**config.mk**
```make
export PLATFORM = sky130hd
export DESIGN_NAME = mcs_core
export DESIGN_NICKNAME = d
export VERILOG_FILES = /design/src/design/mcs_timer.v /design/src/design/mcs_core.v
export VERILOG_INCLUDE_DIRS = /design/src /design/src/design
export SDC_FILE = /design/constraint.sdc
export NUM_CORES = 1
export LEC_CHECK = 0
export BUFFER_PORTS_ARGS = -buffer_cell sky130_fd_sc_hd__buf_2
export CAP_MARGIN = 20
export CORE_UTILIZATION = 45
export CTS_BUF_LIST = sky130_fd_sc_hd__clkbuf_8 sky130_fd_sc_hd__clkbuf_16
export CTS_CLUSTER_SIZE = 12
export DETAILED_ROUTE_END_ITERATION = 7
export REMOVE_ABC_BUFFERS = 1
export SYNTH_ARGS = -nofsm -noshare
export SYNTH_HDL_FRONTEND = slang
export SYNTH_HIERARCHICAL = 1
export SYNTH_SLANG_ARGS = --single-unit
```
**constraint.sdc**
```tcl
create_clock -name clk -period 9.53 [get_ports clk]
set_input_delay 2.859 -clock clk [delete_from_list [all_inputs] [get_ports clk]]
set_output_delay 2.859 -clock clk [all_outputs]
set_load 0.01 [all_outputs]
```
**src/design/mcs_regs.vh**
```
// Register offsets, field positions, reset values and timing counts
`ifndef MCS_REGS_VH
`define MCS_REGS_VH
`define MCS_DEV_SETTINGS_ADDR   8'h00
`define MCS_CONV_SETTINGS_ADDR  8'h01
`define MCS_DEV_SETTINGS_RST    16'h0000
`define MCS_CONV_SETTINGS_RST   16'hfb68
`define MCS_DEV_WRITE_MASK      16'h3fd0
`define MCS_RESET_BIT           15
`define MCS_DELAY_MSB           13
`define MCS_DELAY_LSB           6
`define MCS_RANGE_BIT           4
`define MCS_MODE_MSB            15
`define MCS_MODE_LSB            12
`define MCS_BUS_CT_MSB          11
`define MCS_BUS_CT_LSB          9
`define MCS_SHUNT_CT_MSB        8
`define MCS_SHUNT_CT_LSB        6
`define MCS_TEMP_CT_MSB         5
`define MCS_TEMP_CT_LSB         3
`define MCS_AVG_MSB             2
`define MCS_AVG_LSB             0
`define MCS_CLK_MHZ             100
`define MCS_DELAY_STEP_MS       2
`define MCS_DELAY_STEP_CYC      (`MCS_DELAY_STEP_MS * 1000 * `MCS_CLK_MHZ)
`define MCS_US_CYC(us)          ((us) * `MCS_CLK_MHZ)
`endif

```
**src/design/mcs_timer.v**
```verilog
// Cycle countdown timer used for delays and conversion durations
`timescale 1ns/1ps
module mcs_timer #(
  parameter W = 32
) (
  // Clock and reset
  input  wire         clk,
  input  wire         sys_rst,
  input  wire         soft_rst,
  // Control
  input  wire         load,
  input  wire [W-1:0] count,
  // Status
  output reg          done
);
  reg [W-1:0] remain;
  reg         busy;

  always @(posedge clk or posedge sys_rst) begin
    if (sys_rst) begin
      remain <= {W{1'b0}};
      busy   <= 1'b0;
      done   <= 1'b0;
    end else if (soft_rst) begin
      remain <= {W{1'b0}};
      busy   <= 1'b0;
      done   <= 1'b0;
    end else begin
      done <= 1'b0;
      if (load) begin
        remain <= count;
        busy   <= 1'b1;
      end else if (busy) begin
        if (remain <= {{(W-1){1'b0}}, 1'b1}) begin
          busy <= 1'b0;
          done <= 1'b1;
        end else begin
          remain <= remain - {{(W-1){1'b0}}, 1'b1};
        end
      end
    end
  end
endmodule // mcs_timer

```
**src/design/mcs_core.v**
```verilog
// Conversion setup registers and channel sequencer of the power monitor
//
// What this block does
// - Writing one to bit 15 of device settings resets all registers to defaults and it reads 0.
// - The start delay field delays the first conversion by its value times 2 ms.
// - The range select bit picks the wide range at 0 and the narrow range at 1.
// - Reserved bits 14, 5 and 3..0 of device settings always read zero.
// - Mode codes 0 and 8 are shutdown and the mode field resets to continuous all channels, which a soft reset starts and sys_rst leaves idle.
// - Modes 1..7 run one triggered pass over bus (bit0), shunt (bit1), temperature (bit2).
// - Modes 9..15 repeat conversions forever over the channels in the low three bits.
// - Bus time codes 0..7 give 50..4120 us, default code 5.
// - Shunt time uses the same table, default code 5.
// - Temperature time uses the same table, default code 5.
// - Averaging codes 0..7 give 1,4,16,64,128,256,512,1024 samples, default 1.
// - Result registers update only after the whole averaging count completes.
`timescale 1ns/1ps
`include "mcs_regs.vh"
module mcs_core #(
  parameter DELAY_STEP_CYC = `MCS_DELAY_STEP_CYC,
  parameter TW             = 32
) (
  // Clock and reset
  input  wire        clk,
  input  wire        sys_rst,
  // Register access from the serial front end
  input  wire        reg_wr,
  input  wire        reg_rd,
  input  wire [7:0]  reg_addr,
  input  wire [15:0] reg_wdata,
  output reg  [15:0] reg_rdata,
  // Converter control
  output reg         range_narrow,
  output reg         conv_active,
  output reg  [1:0]  conv_channel,
  output reg         sample_strobe,
  output reg         result_update,
  output reg         seq_busy
);
  localparam S_IDLE  = 3'd0;
  localparam S_DELAY = 3'd1;
  localparam S_PICK  = 3'd2;
  localparam S_CONV  = 3'd3;
  localparam S_WAIT  = 3'd4;
  localparam S_DONE  = 3'd5;

  localparam CH_BUS   = 2'd0;
  localparam CH_SHUNT = 2'd1;
  localparam CH_TEMP  = 2'd2;

  // ----------------------------------------------------------------
  // Lookup functions
  // ----------------------------------------------------------------
  function [TW-1:0] ct_cycles;
    input [2:0] code;
    begin
      case (code)
        3'd0:    ct_cycles = `MCS_US_CYC(50);
        3'd1:    ct_cycles = `MCS_US_CYC(84);
        3'd2:    ct_cycles = `MCS_US_CYC(150);
        3'd3:    ct_cycles = `MCS_US_CYC(280);
        3'd4:    ct_cycles = `MCS_US_CYC(540);
        3'd5:    ct_cycles = `MCS_US_CYC(1052);
        3'd6:    ct_cycles = `MCS_US_CYC(2074);
        default: ct_cycles = `MCS_US_CYC(4120);
      endcase
    end
  endfunction

  function [10:0] avg_samples;
    input [2:0] code;
    begin
      case (code)
        3'd0:    avg_samples = 11'h001;
        3'd1:    avg_samples = 11'h004;
        3'd2:    avg_samples = 11'h010;
        3'd3:    avg_samples = 11'h040;
        3'd4:    avg_samples = 11'h080;
        3'd5:    avg_samples = 11'h100;
        3'd6:    avg_samples = 11'h200;
        default: avg_samples = 11'h400;
      endcase
    end
  endfunction

  // ----------------------------------------------------------------
  // Registers
  // ----------------------------------------------------------------
  reg  [15:0] dev_settings;
  reg  [15:0] conv_settings;
  reg         soft_rst;
  reg         mode_written;

  wire wr_dev  = reg_wr && (reg_addr == `MCS_DEV_SETTINGS_ADDR);
  wire wr_conv = reg_wr && (reg_addr == `MCS_CONV_SETTINGS_ADDR);

  wire [7:0] start_delay_field   = dev_settings[`MCS_DELAY_MSB:`MCS_DELAY_LSB];
  wire [3:0] mode                = conv_settings[`MCS_MODE_MSB:`MCS_MODE_LSB];
  wire [2:0] bus_volt_time_sel   = conv_settings[`MCS_BUS_CT_MSB:`MCS_BUS_CT_LSB];
  wire [2:0] shunt_volt_time_sel = conv_settings[`MCS_SHUNT_CT_MSB:`MCS_SHUNT_CT_LSB];
  wire [2:0] temp_time_sel       = conv_settings[`MCS_TEMP_CT_MSB:`MCS_TEMP_CT_LSB];
  wire [2:0] averaging_count_sel = conv_settings[`MCS_AVG_MSB:`MCS_AVG_LSB];

  // Soft reset is a one-cycle pulse, so the reset bit never holds
  always @(posedge clk or posedge sys_rst) begin
    if (sys_rst) begin
      dev_settings  <= `MCS_DEV_SETTINGS_RST;
      conv_settings <= `MCS_CONV_SETTINGS_RST;
      soft_rst      <= 1'b0;
      mode_written  <= 1'b0;
      range_narrow  <= 1'b0;
    end else if (soft_rst) begin
      dev_settings  <= `MCS_DEV_SETTINGS_RST;
      conv_settings <= `MCS_CONV_SETTINGS_RST;
      soft_rst      <= 1'b0;
      mode_written  <= 1'b1;
      range_narrow  <= 1'b0;
    end else begin
      soft_rst     <= wr_dev && reg_wdata[`MCS_RESET_BIT];
      mode_written <= wr_conv;
      if (wr_dev) begin
        dev_settings <= reg_wdata & `MCS_DEV_WRITE_MASK;
        range_narrow <= reg_wdata[`MCS_RANGE_BIT];
      end
      if (wr_conv)
        conv_settings <= reg_wdata;
    end
  end

  always @(posedge clk or posedge sys_rst) begin
    if (sys_rst)
      reg_rdata <= 16'h0000;
    else if (reg_rd) begin
      case (reg_addr)
        `MCS_DEV_SETTINGS_ADDR:  reg_rdata <= dev_settings;
        `MCS_CONV_SETTINGS_ADDR: reg_rdata <= conv_settings;
        default:                 reg_rdata <= 16'h0000;
      endcase
    end
  end

  // ----------------------------------------------------------------
  // Sequencer
  // ----------------------------------------------------------------
  reg  [2:0]    state;
  reg  [2:0]    pending;
  reg  [10:0]   samples_left;
  reg  [7:0]    delay_left;
  reg           first_pass;
  reg           tmr_load;
  reg  [TW-1:0] tmr_count;
  wire          tmr_done;
  // Abandon a running count on restart, else a stale done fakes a sample
  wire          tmr_clear = soft_rst || mode_written;

  mcs_timer #(.W(TW)) u_timer (
    .clk      (clk),
    .sys_rst  (sys_rst),
    .soft_rst (tmr_clear),
    .load     (tmr_load),
    .count    (tmr_count),
    .done     (tmr_done)
  );

  wire       mode_off = (mode[2:0] == 3'b000);
  wire       mode_cont = mode[3];
  wire [1:0] next_ch = pending[0] ? CH_BUS : (pending[1] ? CH_SHUNT : CH_TEMP);
  wire [2:0] ch_time = (next_ch == CH_BUS) ? bus_volt_time_sel :
                       (next_ch == CH_SHUNT) ? shunt_volt_time_sel : temp_time_sel;

  always @(posedge clk or posedge sys_rst) begin
    if (sys_rst) begin
      state         <= S_IDLE;
      pending       <= 3'b000;
      samples_left  <= 11'h000;
      delay_left    <= 8'h00;
      first_pass    <= 1'b0;
      tmr_load      <= 1'b0;
      tmr_count     <= {TW{1'b0}};
      conv_active   <= 1'b0;
      conv_channel  <= CH_BUS;
      sample_strobe <= 1'b0;
      result_update <= 1'b0;
      seq_busy      <= 1'b0;
    end else if (soft_rst || mode_written) begin
      // A new mode restarts the sequence, including the start delay
      state         <= S_IDLE;
      first_pass    <= 1'b1;
      tmr_load      <= 1'b0;
      conv_active   <= 1'b0;
      sample_strobe <= 1'b0;
      result_update <= 1'b0;
      seq_busy      <= 1'b0;
    end else begin
      tmr_load      <= 1'b0;
      sample_strobe <= 1'b0;
      result_update <= 1'b0;
      case (state)
        S_IDLE: begin
          if (!mode_off && first_pass) begin
            seq_busy   <= 1'b1;
            first_pass <= 1'b0;
            delay_left <= start_delay_field;
            state      <= S_DELAY;
          end
        end
        S_DELAY: begin
          if (delay_left == 8'h00) begin
            pending <= mode[2:0];
            state   <= S_PICK;
          end else begin
            tmr_load   <= 1'b1;
            tmr_count  <= DELAY_STEP_CYC;
            delay_left <= delay_left - 8'h01;
            state      <= S_WAIT;
          end
        end
        S_WAIT: begin
          if (tmr_done)
            state <= S_DELAY;
        end
        S_PICK: begin
          if (pending == 3'b000) begin
            if (mode_cont) begin
              pending <= mode[2:0];
            end else begin
              seq_busy <= 1'b0;
              state    <= S_DONE;
            end
          end else begin
            conv_channel <= next_ch;
            conv_active  <= 1'b1;
            samples_left <= avg_samples(averaging_count_sel);
            tmr_load     <= 1'b1;
            tmr_count    <= ct_cycles(ch_time);
            state        <= S_CONV;
          end
        end
        S_CONV: begin
          if (tmr_done) begin
            sample_strobe <= 1'b1;
            if (samples_left == 11'h001) begin
              result_update <= 1'b1;
              conv_active   <= 1'b0;
              pending       <= pending & ~(3'b001 << conv_channel);
              state         <= S_PICK;
            end else begin
              samples_left <= samples_left - 11'h001;
              tmr_load     <= 1'b1;
              tmr_count    <= ct_cycles(ch_time);
            end
          end
        end
        S_DONE: begin
          state <= S_DONE;
        end
        default: state <= S_IDLE;
      endcase
    end
  end
endmodule // mcs_core

```
After elaboration in Yosys (flattened, before gate mapping) --
Cells that the tools add are included.
Storage, ports and cells: flip-flop bits (word level) 150, input bits 28, output and inout port bits 23, logic and storage cells 182
Operators by class: add/subtract/negate cells 3, magnitude comparators 1, eq/ne operators 38, shifts and indexed selects 1, mux-type cells 80, bitwise logic cells 4, reduce and logical (&&, ||, !) cells 34
Operators with widths (count):
- $mux W32 | 8
- $pmux W19 S7 | 1
- $pmux W32 S3 | 1
- $pmux W11 S7 | 1
- $mux W16 | 4
- $mux W3 | 15
- $mux W1 | 35
- $mux W11 | 3
- $le A32 B1 Y1 const B | 1
- $pmux W16 S2 | 1
- $sub A32 B1 Y32 const B | 1
- $eq A3 B3 Y1 const B | 8
- $pmux W11 S2 | 1
- $eq A3 B2 Y1 const B | 6
- $ne A3 B3 Y1 const B | 6
- $pmux W3 S6 | 1
- $logic_not A8 Y1 | 2
- $mux W8 | 2
- $ne A2 B2 Y1 const B | 8
- $pmux W8 S2 | 1
- $logic_not A3 Y1 | 5
- $reduce_and A4 Y1 | 3
- $reduce_bool A2 Y1 | 6
- $reduce_bool A3 Y1 | 4
- other kinds (26) | 37

Longest topological paths before layout --
word-level depth 10, gate-level depth with buffers 9

Cells and area by module --
The synthesis kept the hierarchy.
By module, submodules not included:
- mcs_core | instances 1, cells each 497, area an instance 4747.1 um^2, sequential area each 2314.7 um^2
- mcs_timer | instances 1, cells each 263, area an instance 2202.1 um^2, sequential area each 850.8 um^2

Worst setup path before layout --
Ideal clock, no wire load.
kind input -> register, from in reg_addr[5], to reg conv_settings[14], data arrival time 4.165 ns, data required time 9.446 ns, setup slack 5.280 ns, stages 6, path through or4_4 nor4_4 nand3_1 buf_2 nand2_1 nand3b_1
Between the ends: longest elaborated chain between the ends 3
RTL lines:
- from (decl) | RTL line mcs_core.v:28 | input wire [7:0] reg_addr,
- $eq A8 B1 Y1
- $logic_and A1 B1 Y1 | RTL line mcs_core.v:94 | wire wr_conv = reg_wr && (reg_addr == `MCS_CONV_SETTINGS_ADDR);
- $reduce_bool A2 Y1 (no line)
- to (signal assigned) | RTL line mcs_core.v:107 | conv_settings <= `MCS_CONV_SETTINGS_RST;
- to (signal assigned) | RTL line mcs_core.v:113 | conv_settings <= `MCS_CONV_SETTINGS_RST;
- to (signal assigned) | RTL line mcs_core.v:125 | conv_settings <= reg_wdata;
- to (decl) | RTL line mcs_core.v:89 | reg [15:0] conv_settings;
No other way between the ends. A chain may end at the register's enable or synchronous reset.

Worst setup path after layout --
from in reg_addr[5], to reg conv_settings[0]
The elaborated chain is that of the path after synthesis.

==> impl_metrics.toml <==
[sta]
max_slew.worst_pin.slew_ns = 0.898
final_layout_setup_total_negative_slack_ns = 0
fin_crit_sh = 0.456
slew_headroom = 0.401
finalHoldViolations = 0
rsz0062_at_grt = "false"
number_of_max_slew_violations_in_the_final_report = 0
final.setup_skew_ns = 0.0111
setup_viol = 0
post-route-min-period_ns = 4.35
fmax_mhz = 230

[setup_path]
worst-path-max-fanout = 17
worstPathRequired_ns = 9.79
setup.worst_path.class = "in -> reg"
critical_path.endpoint_type = "flop"
worstPathBufferInverterCount = 1
crit_path_cell_trace = "buf_2 > or4_4 > nor4_4 > nand3_1 > nand2_1 > a21oi_1"
critPathTopFamily = "simple AND/OR/NAND/NOR gates"
timing.critical_path.from_type = "input pin"
slowest_stage = "sky130_fd_sc_hd__nand3_1"
critical_path.max_stage_delay_ns = 0.56
worstPathArrival_ns = 4.61

[place]
finalWeightedCongestion = 0.826
placed_cells = 973
io_buffers = 50
postPlaceCellArea_sq_um = 7310
sum_of_net_half_perimeters_after_detailed_placement_um = 12300

[die]
overall_die_height_um = 126
die_area_sq_um = 15900
num_io_pins = 51
starting_density_of_the_core = 0.459
row_count = 45
dieWidth_um = 126
core_area_sq_um = 15100

[routing]
drt_pass1_iterations = 6
drt_wl_total_um = 17800
remaining_design_rule_violation_count = 0
drt_iter0_markers = 486
vias = 6016
antenna_left = 0
route.detailed.wl_per_inst_um = 17.7
vias_per_inst = 5.98

[synth]
yosysWarningCount = 6
synth_enable_flop_cells = 0
synth.top_cell.area_share = 0.418
unique_cell_type_count_in_the_yosys_netlist = 82
ys_dominant_reg_cell = "sky130_fd_sc_hd__dfrtp_1"
postSynthAreaPerCell_sq_um = 9.14
synth_async_reset_ratio = 1.00
synth.area.top_cells = "sky130_fd_sc_hd__dfrtp_1 42%, sky130_fd_sc_hd__nand2_1 5.6%, sky130_fd_sc_hd__dfstp_2 3.8%"
postSynthCellCount = 760
syn-cell-area_sq_um = 6950
yosys_register_bits = 126
yosys.area.top_type = "sky130_fd_sc_hd__dfrtp_1"
synth.yosys.seq_area_share = 0.456

[clocking]
clock_tree_from_tritoncts = "done"
cts_buffer_depth = 2
post_cts_resize_count = 0
htree_num_levels = 4
cts_hold_buf = 0
worst_skew_pair.late_latency_ns = 0.42
total_setup_buffers_inserted_after_cts = 0
clock_sink_count = 126
clock_pin_slew_reported_for_the_worst_setup_and_hold_paths_after_clock_tree_synthesis_ns = 0.06
number_of_clock_buffers_inserted_by_tritoncts = 17
ctsRootBufferMaster = "sky130_fd_sc_hd__clkbuf_16"

[power]
p_total_uw = 2190
power_per_cell_area_nw_per_um2 = 276
power_leakage_uw = 0.00339
ir_drop_mv = 0.133

[cells_and_area]
fin_cells = 1006
finish.net_count = 839
layout-drive-gt1-share = 0.166
antenna_cells_inserted = 0
final_cell_area_sq_um = 7930
area_growth_pct = 14.1

[global_routing]
grt.overflow.total = 0
grt_first_pass_wirelength_um = 30100
number_of_antenna_violations_at_the_first_check_in_global_routing = 0
grt_max_degree = 73
number_of_global_route_vias_before_repair = 6024
grt_util_all_layers = 0.238

[job]
max-cap-violations = 0

[run_status]
status = "finished, final reports clean"

[worst_hold_path]
hold_class = "reg -> reg"
where the power goes:
part	total (uW)	switching (uW)	internal, uW	leakage [uW]
sequential	826	159	667	0.00164
combinational	707	429	277	0.00146
clock	658	254	404	0.000288
layout by cell type (no fill, tap or decap), types with 10 or more instances in the layout:
| cell type | netlist | routed |
|---|---|---|
| sky130_fd_sc_hd__dfrtp_1 | 116 | 116 |
| sky130_fd_sc_hd__nand2_1 | 104 | 104 |
| sky130_fd_sc_hd__nor2_1 | 55 | 55 |
| sky130_fd_sc_hd__buf_2 | 13 | 50 |
| sky130_fd_sc_hd__a21oi_1 | 47 | 47 |
| sky130_fd_sc_hd__o21ai_0 | 41 | 41 |
| sky130_fd_sc_hd__nand3_1 | 28 | 28 |
| sky130_fd_sc_hd__nor3_1 | 25 | 25 |
| sky130_fd_sc_hd__inv_1 | 23 | 22 |
| sky130_fd_sc_hd__nor4_1 | 18 | 17 |
| sky130_fd_sc_hd__clkbuf_16 | 0 | 17 |
| sky130_fd_sc_hd__conb_1 | 1 | 16 |
| sky130_fd_sc_hd__or3_1 | 15 | 15 |
| sky130_fd_sc_hd__o22ai_1 | 14 | 14 |
| sky130_fd_sc_hd__nand3b_1 | 14 | 14 |
| sky130_fd_sc_hd__a22o_1 | 13 | 13 |
| sky130_fd_sc_hd__mux2i_1 | 12 | 12 |
| sky130_fd_sc_hd__and3_1 | 12 | 12 |
| sky130_fd_sc_hd__buf_4 | 4 | 11 |
| sky130_fd_sc_hd__o2bb2ai_1 | 10 | 10 |
| sky130_fd_sc_hd__dfstp_2 | 10 | 10 |
| sky130_fd_sc_hd__a311oi_1 | 10 | 10 |
per-layer routing:
metal / track usage / share of wire / vias to the layer above
met4: 0.0858 / 0.012 / 0
li1: - / - / 2884
met5: 0 / 0 / -
met2: 0.409 / 0.50 / 183
met3: 0.0472 / 0.048 / 18
met1: 0.298 / 0.44 / 2931
cell families after synthesis:
group / Yosys count / share of synthesized area
AOI/OAI and AO/OA: 213 / 0.215
adders and majority gates: 6 / 0.0108
buffers and inverters: 75 / 0.0511
DFF: 126 / 0.456
muxes: 15 / 0.0221
other: 1 / 0.000540
and+or+nand+nor: 324 / 0.245
synthesized netlist by cell type, types with 10 or more instances:
| cell type | number |
|---|---|
| sky130_fd_sc_hd__nand3_1 | 28 |
| sky130_fd_sc_hd__or3_1 | 15 |
| sky130_fd_sc_hd__buf_2 | 13 |
| sky130_fd_sc_hd__clkbuf_1 | 24 |
| sky130_fd_sc_hd__o21ai_0 | 41 |
| sky130_fd_sc_hd__mux2i_1 | 12 |
| sky130_fd_sc_hd__o2bb2ai_1 | 10 |
| sky130_fd_sc_hd__nand3b_1 | 14 |
| sky130_fd_sc_hd__dfrtp_1 | 116 |
| sky130_fd_sc_hd__a21oi_1 | 47 |
| sky130_fd_sc_hd__inv_1 | 23 |
| sky130_fd_sc_hd__and3_1 | 12 |
| sky130_fd_sc_hd__nor3_1 | 25 |
| sky130_fd_sc_hd__nand2_1 | 104 |
| sky130_fd_sc_hd__nor2_1 | 55 |
| sky130_fd_sc_hd__dfstp_2 | 10 |
| sky130_fd_sc_hd__o22ai_1 | 14 |
| sky130_fd_sc_hd__a311oi_1 | 10 |
| sky130_fd_sc_hd__a22o_1 | 13 |
| sky130_fd_sc_hd__nor4_1 | 18 |
path summary, 6_finish.rpt:
path                       cells after the start                            from  slack [ns]                              to
max                                            6                     reg_addr[5]        5.18    conv_settings[0]$_DFFE_PP0P_
min                                            1          first_pass$_DFFE_PP0P_        0.48          first_pass$_DFFE_PP0P_
max reg2reg                                    6  u_timer/remain[26]$_DFFE_PP0P_        6.19  u_timer/remain[25]$_DFFE_PP0P_
min reg2reg                                    1          first_pass$_DFFE_PP0P_        0.48          first_pass$_DFFE_PP0P_
max in group asynchronous                      3                         sys_rst        5.97     conv_channel[0]$_DFFE_PP0P_
min in group asynchronous                      2                         sys_rst        2.39       delay_left[2]$_DFFE_PP0P_
stage by stage:
step	worst slack (ns)	hold WS [ns]	util
6_report	5.18	0.482	0.523
5_1_grt	5.05	0.501	0.523
4_1_cts	5.21	0.481	0.523
3_5_place_dp	4.76	0.468	0.483
3_3_place_gp	4.84	0.460	0.482
2_1_floorplan	4.30	0.444	-
worst register-to-register path, stage by stage (launching register included):
cell and delay [ns]:
sky130_fd_sc_hd__dfrtp_1 0.44, sky130_fd_sc_hd__or4_4 0.59, sky130_fd_sc_hd__or4_4 0.51, sky130_fd_sc_hd__or4_1 0.70, sky130_fd_sc_hd__a31oi_4 0.57, sky130_fd_sc_hd__inv_2 0.17
sky130_fd_sc_hd__a32o_1 0.25
sequential cells by signal, summed over array words and instances (netlist names):
signal,flops
sample_strobe,1
conv_active,1
soft_rst,1
seq_busy,1
tmr_load,1
result_update,1
samples_left,11
reg_rdata,16
u_timer/remain,32
conv_settings,16
delay_left,8
u_timer/done,1
state,3
u_timer/busy,1
tmr_count,16
dev_settings,9
conv_channel,2
pending,3
first_pass,1
mode_written,1
final cells by class:
| cell class | count | area (sq um) |
|---|---|---|
| clock inverter | 13 | 153 |
| sequential | 126 | 3170 |
| inverter | 25 | 96.3 |
| timing repair buffer | 61 | 333 |
| fill | 1402 | 7220 |
| clock buffer | 19 | 453 |
| multi-input combinational | 574 | 3490 |
| tap | 188 | 235 |
(Power assumes the default switching activity.)
